`src/verilog/pbk_pkg.sv`:
```
// Package for the parameter bank and command source block.
// Assumes one 50 MHz clock; shared by the bank logic, the panel model and the bench.
package pbk_pkg;
	localparam int          PBK_NUM_BANKS  = 5;
	localparam int          PBK_NUM_PARAMS = 16;
	localparam int          PBK_DATA_W     = 16;
	localparam int          PBK_ADDR_W     = 7;
	// Register word offsets (byte addresses).
	localparam logic [7:0]  PBK_OFF_CTRL   = 8'h00;
	localparam logic [7:0]  PBK_OFF_BANK   = 8'h04;
	localparam logic [7:0]  PBK_OFF_REQ    = 8'h08;
	localparam logic [7:0]  PBK_OFF_STAT   = 8'h0c;
	localparam logic [7:0]  PBK_OFF_PADDR  = 8'h10;
	localparam logic [7:0]  PBK_OFF_PDATA  = 8'h14;
	localparam logic [7:0]  PBK_OFF_LREF   = 8'h18;
	// Control register fields.
	localparam int          PBK_CTL_SRC    = 0;
	localparam int          PBK_CTL_HALT   = 1;
	localparam int          PBK_CTL_INCH   = 2;
	localparam int          PBK_CTL_REV    = 3;
	localparam int          PBK_CTL_BOTH   = 4;
	localparam int          PBK_CTL_RNG    = 5;
	localparam int          PBK_CTL_LCL    = 8;
	localparam int          PBK_CTL_LANG   = 12;
	// Bank register fields.
	localparam int          PBK_BNK_ACT    = 0;
	localparam int          PBK_BNK_EDIT   = 4;
	// Request register fields.
	localparam int          PBK_REQ_COPY   = 0;
	localparam int          PBK_REQ_XFER   = 4;
	localparam int          PBK_REQ_OK     = 8;
	// Codes.
	localparam logic [2:0]  PBK_BANK_FACT  = 3'h0;
	localparam logic [2:0]  PBK_BANK_TRACK = 3'h5;
	localparam logic [2:0]  PBK_COPY_NONE  = 3'h0;
	localparam logic [2:0]  PBK_COPY_ALL   = 3'h5;
	localparam logic [1:0]  PBK_XFER_NONE  = 2'h0;
	localparam logic [1:0]  PBK_XFER_UP    = 2'h1;
	localparam logic [1:0]  PBK_XFER_DN    = 2'h2;
	localparam logic [1:0]  PBK_XFER_DNRF  = 2'h3;
	localparam logic [2:0]  PBK_LCL_OPEN   = 3'h1;
	localparam logic [2:0]  PBK_LCL_P100   = 3'h3;
	localparam logic [2:0]  PBK_LCL_P4     = 3'h4;
	// Reset values, and the highest language code.
	localparam logic [2:0]  PBK_RST_ACT    = 3'h1;
	localparam logic [2:0]  PBK_RST_EDIT   = 3'h5;
	localparam logic [2:0]  PBK_RST_LANG   = 3'h0;
	localparam logic [2:0]  PBK_LANG_MAX   = 3'h5;
	// First and last parameter indices that depend on the power rating.
	localparam int          PBK_RATED_LO   = 8;
	localparam int          PBK_RATED_HI   = 11;
	typedef enum logic [2:0] {
		PBK_IDLE, PBK_CPY_RD, PBK_CPY_WR, PBK_XF_RD, PBK_XF_WR
	} pbk_state_t;
endpackage

```
`src/verilog/pbk_mem.sv`:
```
// Parameter store: one word per bank and parameter, registered read.
// Assumes a single clock; one read and one write port.
`timescale 1ns/100ps
`default_nettype none
module pbk_mem #(
	parameter int AW = 7,
	parameter int DW = 16
) (
	input  wire logic          clk_i,
	input  wire logic          we_i,
	input  wire logic [AW-1:0] waddr_i,
	input  wire logic [DW-1:0] wdata_i,
	input  wire logic [AW-1:0] raddr_i,
	output logic      [DW-1:0] rdata_o
);
	logic [DW-1:0] mem_reg [0:(1<<AW)-1];
	always_ff @(posedge clk_i) begin
		if (we_i) begin
			mem_reg[waddr_i] <= wdata_i;
		end
		rdata_o <= mem_reg[raddr_i];
	end
endmodule
`default_nettype wire

```
`src/verilog/pbk_bank.sv`:
```
// Parameter bank, command source and panel key gating for a motor drive.
// Assumes a classic Wishbone master on clk_i and asynchronous pin inputs.
//
// The placing of the registers and the Wishbone register port are this design's own decisions.
`timescale 1ns/100ps
`default_nettype none
module pbk_bank
	import pbk_pkg::*;
#(
	parameter logic [15:0] SW_VERSION = 16'h0001
) (
	input  wire logic                  clk_i,
	input  wire logic                  rst_i,
	input  wire logic                  cyc_i,
	input  wire logic                  stb_i,
	input  wire logic                  we_i,
	input  wire logic [7:0]            adr_i,
	input  wire logic [3:0]            sel_i,
	input  wire logic [31:0]           dat_i,
	output logic      [31:0]           dat_o,
	output logic                       ack_o,
	input  wire logic                  serial_i,
	input  wire logic                  bank_lsb_pin_i,
	input  wire logic                  bank_msb_pin_i,
	input  wire logic                  running_i,
	input  wire logic                  stop_cmd_i,
	input  wire logic                  key_start_i,
	input  wire logic                  key_halt_i,
	input  wire logic                  key_inch_i,
	input  wire logic                  key_dir_i,
	input  wire logic                  panel_ver_ok_i,
	output logic                       run_cmd_o,
	output logic                       halt_o,
	output logic                       inch_o,
	output logic                       dir_toggle_o,
	output logic      [2:0]            live_bank_o,
	output logic      [2:0]            language_o,
	output logic                       busy_o,
	output logic                       xfer_stb_o,
	output logic                       xfer_dir_up_o,
	output logic      [PBK_ADDR_W-1:0] xfer_addr_o,
	output logic      [PBK_DATA_W-1:0] xfer_data_o,
	input  wire logic [PBK_DATA_W-1:0] panel_data_i,
	input  wire logic [15:0]           ref_min_i,
	input  wire logic [15:0]           ref_max_i
);
	typedef struct packed {
		logic [1:0]            s0, s1, s2;
		logic                  cmd_src;
		logic                  halt_en, inch_en, rev_en, both_dir, rng;
		logic [2:0]            lcl_ctl, lang, act_sel, edit_sel, copy_req;
		logic [1:0]            xfer_req;
		logic [PBK_ADDR_W-1:0] paddr;
		logic [15:0]           lref;
		logic                  ack;
		logic [31:0]           rdat;
		pbk_state_t            st;
		logic [2:0]            dst;
		logic [3:0]            idx;
		logic                  all;
		logic                  run_cmd, halt, inch, dir, busy, xstb, xup;
		logic [PBK_ADDR_W-1:0] xaddr;
		logic [PBK_DATA_W-1:0] xdata;
		logic [2:0]            live;
		logic                  rd_fact;
	} pbk_st_t;
	pbk_st_t q_reg, q_next;
	logic                  we_mem;
	logic [PBK_ADDR_W-1:0] waddr, raddr;
	logic [PBK_DATA_W-1:0] wdata, rdata, rdv;
	logic [2:0]            edit_bank;
	logic                  acc, wr;
	pbk_mem #(.AW(PBK_ADDR_W), .DW(PBK_DATA_W)) u_mem (
		.clk_i   (clk_i),
		.we_i    (we_mem),
		.waddr_i (waddr),
		.wdata_i (wdata),
		.raddr_i (raddr),
		.rdata_o (rdata)
	);
	// Bank address is bank*16 + parameter index.
	function automatic logic [PBK_ADDR_W-1:0] pa(logic [2:0] b, logic [3:0] i);
		pa = {b, i};
	endfunction
	always_comb begin
		q_next = q_reg;
		we_mem = 1'b0;
		waddr  = '0;
		wdata  = '0;
		raddr  = q_reg.paddr;
		acc    = cyc_i && stb_i && !q_reg.ack;
		wr     = acc && we_i && sel_i[0];
		// The factory bank is never written, so its reads are forced to
		// zero here rather than trusting uninitialised storage.
		rdv    = q_reg.rd_fact ? '0 : rdata;
		// Pins pass three flops before use; s2 is the settled level.
		q_next.s0 = {bank_msb_pin_i, bank_lsb_pin_i};
		q_next.s1 = q_reg.s0;
		q_next.s2 = q_reg.s1;
		// Multi-bank mode follows the pins, else the select code.
		if (q_reg.act_sel == PBK_BANK_TRACK) begin
			q_next.live = {1'b0, q_reg.s2} + 3'h1;
		end else begin
			q_next.live = q_reg.act_sel;
		end
		edit_bank = (q_reg.edit_sel == PBK_BANK_TRACK) ? q_reg.live
			: q_reg.edit_sel;
		// Stop always wins over the start key.
		q_next.run_cmd = !stop_cmd_i && (q_reg.run_cmd || key_start_i);
		q_next.halt = key_halt_i && q_reg.halt_en;
		q_next.inch = key_inch_i && q_reg.inch_en && !stop_cmd_i;
		q_next.dir = key_dir_i && q_reg.cmd_src && q_reg.rev_en
			&& q_reg.both_dir && (q_reg.lcl_ctl == PBK_LCL_OPEN
			|| q_reg.lcl_ctl == PBK_LCL_P100);
		q_next.ack = acc;
		q_next.xstb = 1'b0;
		if (acc) begin
			case (adr_i)
			PBK_OFF_CTRL: q_next.rdat = {16'h0, 1'b0, q_reg.lang,
				1'b0, q_reg.lcl_ctl, 2'b0, q_reg.rng, q_reg.both_dir,
				q_reg.rev_en, q_reg.inch_en, q_reg.halt_en, q_reg.cmd_src};
			PBK_OFF_BANK: q_next.rdat = {24'h0, 1'b0, q_reg.edit_sel,
				1'b0, q_reg.act_sel};
			PBK_OFF_REQ:  q_next.rdat = {26'h0, q_reg.xfer_req,
				1'b0, q_reg.copy_req};
			PBK_OFF_STAT: q_next.rdat = {24'h0, q_reg.busy, 2'b0,
				q_reg.live, edit_bank[1:0]};
			PBK_OFF_PADDR: q_next.rdat = {25'h0, q_reg.paddr};
			PBK_OFF_PDATA: q_next.rdat = {16'h0, rdv};
			PBK_OFF_LREF: q_next.rdat = {16'h0, q_reg.lref};
			default:      q_next.rdat = 32'h0;
			endcase
		end
		if (wr) begin
			case (adr_i)
			PBK_OFF_CTRL: begin
				q_next.cmd_src  = dat_i[PBK_CTL_SRC];
				q_next.halt_en  = dat_i[PBK_CTL_HALT];
				q_next.inch_en  = dat_i[PBK_CTL_INCH];
				q_next.rev_en   = dat_i[PBK_CTL_REV];
				q_next.both_dir = dat_i[PBK_CTL_BOTH];
				q_next.rng      = dat_i[PBK_CTL_RNG];
				q_next.lcl_ctl  = dat_i[PBK_CTL_LCL +: 3];
				if (dat_i[PBK_CTL_LANG +: 3] <= PBK_LANG_MAX) begin
					q_next.lang = dat_i[PBK_CTL_LANG +: 3];
				end
			end
			PBK_OFF_BANK: begin
				if (dat_i[PBK_BNK_ACT +: 3] <= PBK_BANK_TRACK) begin
					q_next.act_sel = dat_i[PBK_BNK_ACT +: 3];
				end
				if (dat_i[PBK_BNK_EDIT +: 3] <= PBK_BANK_TRACK) begin
					q_next.edit_sel = dat_i[PBK_BNK_EDIT +: 3];
				end
			end
			PBK_OFF_REQ: begin
				// Acknowledge bit launches the request.
				if (dat_i[PBK_REQ_OK] && q_reg.st == PBK_IDLE) begin
					q_next.copy_req = dat_i[PBK_REQ_COPY +: 3];
					q_next.xfer_req = dat_i[PBK_REQ_XFER +: 2];
				end
			end
			PBK_OFF_PADDR: q_next.paddr = {3'h0, dat_i[3:0]};
			PBK_OFF_PDATA: begin
				// Factory bank is read-only; writes hit the edit bank,
				// live bank included, with no commit step.
				if (edit_bank != PBK_BANK_FACT && q_reg.st == PBK_IDLE) begin
					we_mem = 1'b1;
					waddr  = pa(edit_bank, q_reg.paddr[3:0]);
					wdata  = dat_i[15:0];
				end
			end
			PBK_OFF_LREF: begin
				// Serial source and non-local mode are refused.
				if (!serial_i && q_reg.cmd_src && (q_reg.lcl_ctl
					== PBK_LCL_P100 || q_reg.lcl_ctl == PBK_LCL_P4)) begin
					if (q_reg.rng) begin
						q_next.lref = ($signed(dat_i[15:0]) >
							$signed(ref_max_i)) ? ref_max_i : dat_i[15:0];
					end else if (dat_i[15:0] < ref_min_i) begin
						q_next.lref = ref_min_i;
					end else if (dat_i[15:0] > ref_max_i) begin
						q_next.lref = ref_max_i;
					end else begin
						q_next.lref = dat_i[15:0];
					end
				end
			end
			default: ;
			endcase
		end
		if (q_reg.st == PBK_IDLE) begin
			q_next.idx = 4'h0;
			raddr = pa(edit_bank, q_reg.paddr[3:0]);
		end else begin
			raddr = pa(edit_bank, q_reg.idx);
		end
		case (q_reg.st)
		PBK_IDLE: begin
			q_next.busy = 1'b0;
			if (q_reg.copy_req != PBK_COPY_NONE) begin
				// Running refuses and clears the request.
				if (running_i || !stop_cmd_i
					|| q_reg.copy_req > PBK_COPY_ALL) begin
					q_next.copy_req = PBK_COPY_NONE;
				end else begin
					q_next.st   = PBK_CPY_RD;
					q_next.busy = 1'b1;
					q_next.all  = q_reg.copy_req == PBK_COPY_ALL;
					q_next.dst  = (q_reg.copy_req == PBK_COPY_ALL) ? 3'h1
						: q_reg.copy_req;
				end
			end else if (q_reg.xfer_req != PBK_XFER_NONE) begin
				if (running_i || (q_reg.xfer_req != PBK_XFER_UP
					&& !panel_ver_ok_i)) begin
					q_next.xfer_req = PBK_XFER_NONE;
				end else begin
					q_next.st   = PBK_XF_RD;
					q_next.busy = 1'b1;
					q_next.dst  = 3'h1;
				end
			end
		end
		PBK_CPY_RD: q_next.st = PBK_CPY_WR;
		PBK_CPY_WR: begin
			// Source bank is the edit bank.
			if (q_reg.dst != edit_bank) begin
				we_mem = 1'b1;
				waddr  = pa(q_reg.dst, q_reg.idx);
				wdata  = rdv;
			end
			q_next.st  = PBK_CPY_RD;
			q_next.idx = q_reg.idx + 4'h1;
			if (q_reg.idx == 4'(PBK_NUM_PARAMS - 1)) begin
				q_next.idx = 4'h0;
				if (q_reg.all && q_reg.dst != 3'(PBK_NUM_BANKS - 1)) begin
					q_next.dst = q_reg.dst + 3'h1;
				end else begin
					q_next.st       = PBK_IDLE;
					q_next.copy_req = PBK_COPY_NONE;
				end
			end
		end
		PBK_XF_RD: begin
			// Address goes out a cycle early, so the panel word and the
			// uploaded word both belong to the word being moved.
			raddr        = pa(q_reg.dst, q_reg.idx);
			q_next.xaddr = pa(q_reg.dst, q_reg.idx);
			q_next.st    = PBK_XF_WR;
		end
		PBK_XF_WR: begin
			// Walks all user banks; panel data feeds downloads.
			raddr = pa(q_reg.dst, q_reg.idx);
			q_next.xstb  = 1'b1;
			q_next.xup   = q_reg.xfer_req == PBK_XFER_UP;
			q_next.xaddr = pa(q_reg.dst, q_reg.idx);
			q_next.xdata = rdv;
			if (q_reg.xfer_req == PBK_XFER_DN || (q_reg.xfer_req ==
				PBK_XFER_DNRF && (q_reg.idx < 4'(PBK_RATED_LO)
				|| q_reg.idx > 4'(PBK_RATED_HI)))) begin
				we_mem = 1'b1;
				waddr  = pa(q_reg.dst, q_reg.idx);
				wdata  = panel_data_i;
			end
			q_next.st  = PBK_XF_RD;
			q_next.idx = q_reg.idx + 4'h1;
			if (q_reg.idx == 4'(PBK_NUM_PARAMS - 1)) begin
				q_next.idx = 4'h0;
				if (q_reg.dst != 3'(PBK_NUM_BANKS - 1)) begin
					q_next.dst = q_reg.dst + 3'h1;
				end else begin
					q_next.st       = PBK_IDLE;
					q_next.xfer_req = PBK_XFER_NONE;
				end
			end
		end
		default: q_next.st = PBK_IDLE;
		endcase
		q_next.rd_fact = raddr[6:4] == PBK_BANK_FACT;
		if (rst_i) begin
			q_next          = '0;
			q_next.act_sel  = PBK_RST_ACT;
			q_next.edit_sel = PBK_RST_EDIT;
			q_next.lang     = PBK_RST_LANG;
			q_next.live     = PBK_RST_ACT;
			q_next.st       = PBK_IDLE;
		end
	end
	always_ff @(posedge clk_i) begin
		q_reg <= q_next;
	end
	assign dat_o         = q_reg.rdat;
	assign ack_o         = q_reg.ack;
	assign run_cmd_o     = q_reg.run_cmd;
	assign halt_o        = q_reg.halt;
	assign inch_o        = q_reg.inch;
	assign dir_toggle_o  = q_reg.dir;
	assign live_bank_o   = q_reg.live;
	assign language_o    = q_reg.lang;
	assign busy_o        = q_reg.busy;
	assign xfer_stb_o    = q_reg.xstb;
	assign xfer_dir_up_o = q_reg.xup;
	assign xfer_addr_o   = q_reg.xaddr;
	assign xfer_data_o   = q_reg.xdata;
	a_stop_beats_start: assert property (@(posedge clk_i) disable iff (rst_i)
		stop_cmd_i |=> !run_cmd_o) else $error("start beat stop");
	a_halt_gate: assert property (@(posedge clk_i) disable iff (rst_i)
		halt_o |-> $past(q_reg.halt_en)) else $error("halt ungated");
	a_dir_gate: assert property (@(posedge clk_i) disable iff (rst_i)
		dir_toggle_o |-> $past(q_reg.cmd_src) && $past(q_reg.rev_en))
		else $error("dir key ungated");
	a_lref_serial: assert property (@(posedge clk_i) disable iff (rst_i)
		(wr && adr_i == PBK_OFF_LREF && serial_i) |=> $stable(q_reg.lref))
		else $error("serial lref write taken");
	a_pin_bank: assert property (@(posedge clk_i) disable iff (rst_i)
		(q_reg.act_sel == PBK_BANK_TRACK) |=> live_bank_o ==
		{1'b0, $past(q_reg.s2)} + 3'h1) else $error("pin bank wrong");
	a_copy_run: assert property (@(posedge clk_i) disable iff (rst_i)
		(q_reg.st == PBK_IDLE && running_i && q_reg.copy_req != 3'h0)
		|=> q_reg.st == PBK_IDLE && q_reg.copy_req == 3'h0)
		else $error("copy while running");
	a_busy_copy: assert property (@(posedge clk_i) disable iff (rst_i)
		(q_reg.st == PBK_CPY_WR) |-> busy_o) else $error("no busy");
	a_fact_ro: assert property (@(posedge clk_i) disable iff (rst_i)
		we_mem |-> waddr[6:4] != PBK_BANK_FACT)
		else $error("factory bank written");
	a_lang_range: assert property (@(posedge clk_i) disable iff (rst_i)
		language_o <= PBK_LANG_MAX) else $error("bad language");
endmodule
`default_nettype wire

```
`config.mk`:
```
export PLATFORM = sky130hd
export DESIGN_NAME = pbk_bank
export DESIGN_NICKNAME = d
export VERILOG_FILES = /design/src/verilog/pbk_pkg.sv /design/src/verilog/pbk_mem.sv /design/src/verilog/pbk_bank.sv
export SDC_FILE = /design/constraint.sdc
export NUM_CORES = 2
export LEC_CHECK = 0
export BUFFER_PORTS_ARGS = -buffer_cell sky130_fd_sc_hd__buf_2
export CORE_ASPECT_RATIO = 1.5
export CORE_MARGIN = 2
export CORE_UTILIZATION = 38
export CTS_CLUSTER_DIAMETER = 30
export CTS_CLUSTER_SIZE = 24
export DETAILED_ROUTE_END_ITERATION = 10
export GPL_ROUTABILITY_DRIVEN = 0
export PLACE_DENSITY = 0.57
export SLEW_MARGIN = 20
export SYNTH_ARGS = -nofsm -noshare
export SYNTH_HDL_FRONTEND = slang
export SYNTH_SLANG_ARGS = --single-unit
```
`constraint.sdc`:
```
create_clock -name clk_i -period 11.2 [get_ports clk_i]
set_clock_uncertainty 0.1 [all_clocks]
set_input_delay 1.12 -clock clk_i [delete_from_list [all_inputs] [get_ports clk_i]]
set_output_delay 1.12 -clock clk_i [all_outputs]
set_load 0.05 [all_outputs]
```
==> run_results.csv <==
group,metric,value,unit
sta,fin_tns_setup,0,ps
setup_path,cp-endpoint,"u_mem.rdata_o[12]$_DFF_P_",
clocking,ctsHoldBuffers,0,
global_routing,grt_busiest_layer,"met2",
power,fin_total_pwr,0.01824,W
global_routing,met3_usage,0.03451,
setup_path,regToRegStartpoint,"q_reg[42]$_SDFFE_PP0P_",
sta,tightest_slew,1255,ps
clocking,cts_resized,0,
synth,syn_area,88220,um2
cells_and_area,instances_no_fill,9964,
global_routing,antenna_found_initial,21,
clocking,htree_levels,5,
synth,synth.top_cells.by_count,"2048 x edfxtp_1, 1331 x nand2_1, 280 x nor2_1, 277 x nand3_1, 260 x and3_1",
synth,synth_area_per_cell,13.69,um2
setup_path,path_max_fanout,38,
power,powerDensity,177.3,nW/um2
global_routing,use_met2,0.3750,
synth,synth_top_area_frac,0.6971,
setup_path,critPathLaunchType,"flop",
route,drtIter0Drc,6016,
route,dr.pass1.iters,6,
sta,period_share,0.5138,
cells_and_area,area_growth_syn_to_layout,16.61,%
placed_design,dp.cells,9421,
cells_and_area,drive_gt1_frac,0.1513,
setup_path,worst_ep_required_time,11730,ps
clocking,clockBufferDepth,4,
cells_and_area,final-seq-area,64040,um2
run,maxCapViolCount,0,
clocking,cts-root-buf,"clkbuf_16",
power,switching_share,0.2068,
die,start_util,0.3822,
placed_design,portBuffers,140,
global_routing,overflow,0,
cells_and_area,fill_cells,20460,
route,drt-total-wl,270600,um
placed_design,dpl.hpwl,158900,um
clocking,post_cts_buffers,0,
setup_path,path_class,"flop to flop",
clocking,cts.clk_slew.worst_paths,50,ps
synth,yosysMostFrequentCell,"edfxtp_1",
placed_design,placedInstanceArea,92910,um2
setup_path,startpoint,"q_reg[42]$_SDFFE_PP0P_",
sta,finalHoldViolations,0,
synth,postSynth.asyncResetShare,0,
route,drc_errors,0,
sta,rsz0062_at_grt,"false",
power,combPwrFrac,0.007,
synth,ys_top_cells_by_area,"edfxtp_1 70%, nand2_1 5.7%, dfxtp_1 2.9%",
cells_and_area,largest_reg_flops,2048,
synth,ys_types,88,
global_routing,grt_pass1_vias,55240,
die,rows,216,
global_routing,grt_use_met1,0.2697,
synth,synth_ff_type,"edfxtp_1",
setup_path,arrival,6290,ps
setup_path,reg2reg_depth,10,
outcome,status,"completed",
global_routing,grt_max_degree,157,
power,share_seq_of_total_power,0.481,
setup_path,crit_path_end_kind,"flop",
route,drtAntennaViolNets,0,
power,irDropWorstVdd,0.1200,mV
route,detail_route.wl_per_cell,27.16,um
power,clock_power_share,0.512,
synth,ys_seq_elements,2175,
die,io_pins,176,
cells_and_area,final_area,102900,um2
route,vias_per_cell,5.701,
global_routing,grt.total_usage,0.2228,
sta,setup_viol,0,
clocking,cts_tree,"yes",
cells_and_area,multi_input_area,22040,um2
die,coreArea,230800,um2
die,die_w,397.4,um
synth,syn_inst,6446,
power,p_leak,33.99,nW
power,power.switching,0.003772,W
route,vias,56810,
synth,seq_area_frac_synth,0.7259,
clocking,numClockSinks,2175,
setup_path,r2r_slack,5450,ps
die,dieArea,236100,um2
die,fp.dieH,594.1,um
synth,ys.warnings.count,0,
clocking,cts_buffers,291,
sta,drv_slew,0,
sta,fin_crit,5754,ps
setup_path,r2r-end,"u_mem.rdata_o[12]$_DFF_P_",
clocking,clk_latency,860,ps
hold_path,min_path_type,"flop to flop",
sta,holdWs,348.2,ps
cells_and_area,fin_nets,6806,
global_routing,grt_pass1_wl,386100,um
sta,max_freq,173.8,MHz
sta,relSlewSlack,0.1585,
synth,yosysTopAreaCell,"edfxtp_1",
synth,synth_edf_count,2048,
power,p_int,0.01446,W
## worst min path at each step
stage,startpoint,to,slack [ps],cells after the start
5_1_grt,xfer_addr_o[1]$_SDFFE_PP0P_,xfer_addr_o[1]$_SDFFE_PP0P_,370,2
6_report,xfer_addr_o[3]$_SDFFE_PP0P_,xfer_addr_o[3]$_SDFFE_PP0P_,350,2
3_5_place_dp,q_reg[126]$_SDFF_PP0_,q_reg[124]$_SDFF_PP0_,330,1
3_3_place_gp,xfer_addr_o[0]$_SDFFE_PP0P_,xfer_addr_o[0]$_SDFFE_PP0P_,340,2
2_1_floorplan,q_reg[126]$_SDFF_PP0_,q_reg[124]$_SDFF_PP0_,310,1
4_1_cts,xfer_addr_o[0]$_SDFFE_PP0P_,xfer_addr_o[0]$_SDFFE_PP0P_,350,2
## area by class of cell
type	instances	area share
multi-input cells	3742	0.2143
well taps	3052	0.03712
inverters	41	0.001496
clock buffers	327	0.07414
clock inverters	194	0.02148
flip-flops and latches	2175	0.6225
repair buffers	413	0.02847
diodes	20	0.0004865
## cells in the final DEF (no fill, tap or decap), drive strengths merged, types with 24 or more instances in the layout
| cell type | instances |
|---|---|
| clkbuf | 327 |
| ha | 35 |
| buf | 413 |
| nor4 | 24 |
| nand2 | 1331 |
| o22ai | 85 |
| a311oi | 53 |
| edfxtp | 2048 |
| a211oi | 171 |
| mux4 | 94 |
| a21oi | 214 |
| mux2i | 88 |
| clkinvlp | 31 |
| clkinv | 73 |
| nand4 | 28 |
| a31oi | 233 |
| and2 | 24 |
| nor2 | 280 |
| and3 | 260 |
| dfxtp | 127 |
| nand3 | 277 |
| a22oi | 77 |
| bufinv | 28 |
| inv | 103 |
| nor3 | 84 |
| o21ai | 71 |
## layer usage
metal	part of all wire	vias up	wire (um)
li1	-	24940	-
met1	0.37	28730	101200
met2	0.49	2501	132900
met3	0.071	633	19330
met4	0.063	6	17090
met5	0.00015	-	41
## worst max-delay path: stages (launching register included)
cell and delay [ps]:
dfxtp_1 300, buf_4 210, nor4b_1 720, or2_4 720, buf_4 560, buf_4 600
nor2_1 360, a22oi_1 540, a21oi_1 130, nor4_1 1010, o211ai_1 180
## logic make-up after synthesis
kind of cell / after synthesis / share of synthesized area
AOI/OAI and AO/OA: 1086 / 0.08335
xor gates and xnor gates: 5 / 0.0004964
adders and majority gates: 37 / 0.005191
buffers and inverters: 544 / 0.02899
DFF: 2175 / 0.7259
muxes: 185 / 0.03466
other: 1 / 0.00004251
and+or+nand+nor: 2413 / 0.1213
## through the flow
step           worst slack (ps)    util
2_1_floorplan              3062       -
3_3_place_gp               5395  0.4024
3_5_place_dp               5368  0.4026
4_1_cts                    5607  0.4452
5_1_grt                    5491  0.4457
6_report                   5446  0.4457
## power groups by stage
stage                     sequential, W  clock (W)  combinational (W)
after floorplan                 0.00893          0          0.0000776
after global placement          0.00893          0           0.000125
after detailed placement        0.00893          0           0.000126
after CTS                       0.00876    0.00944           0.000128
after global routing            0.00876    0.00977           0.000139
final                           0.00876    0.00935           0.000128
Power figures use the tool's default switching activity.
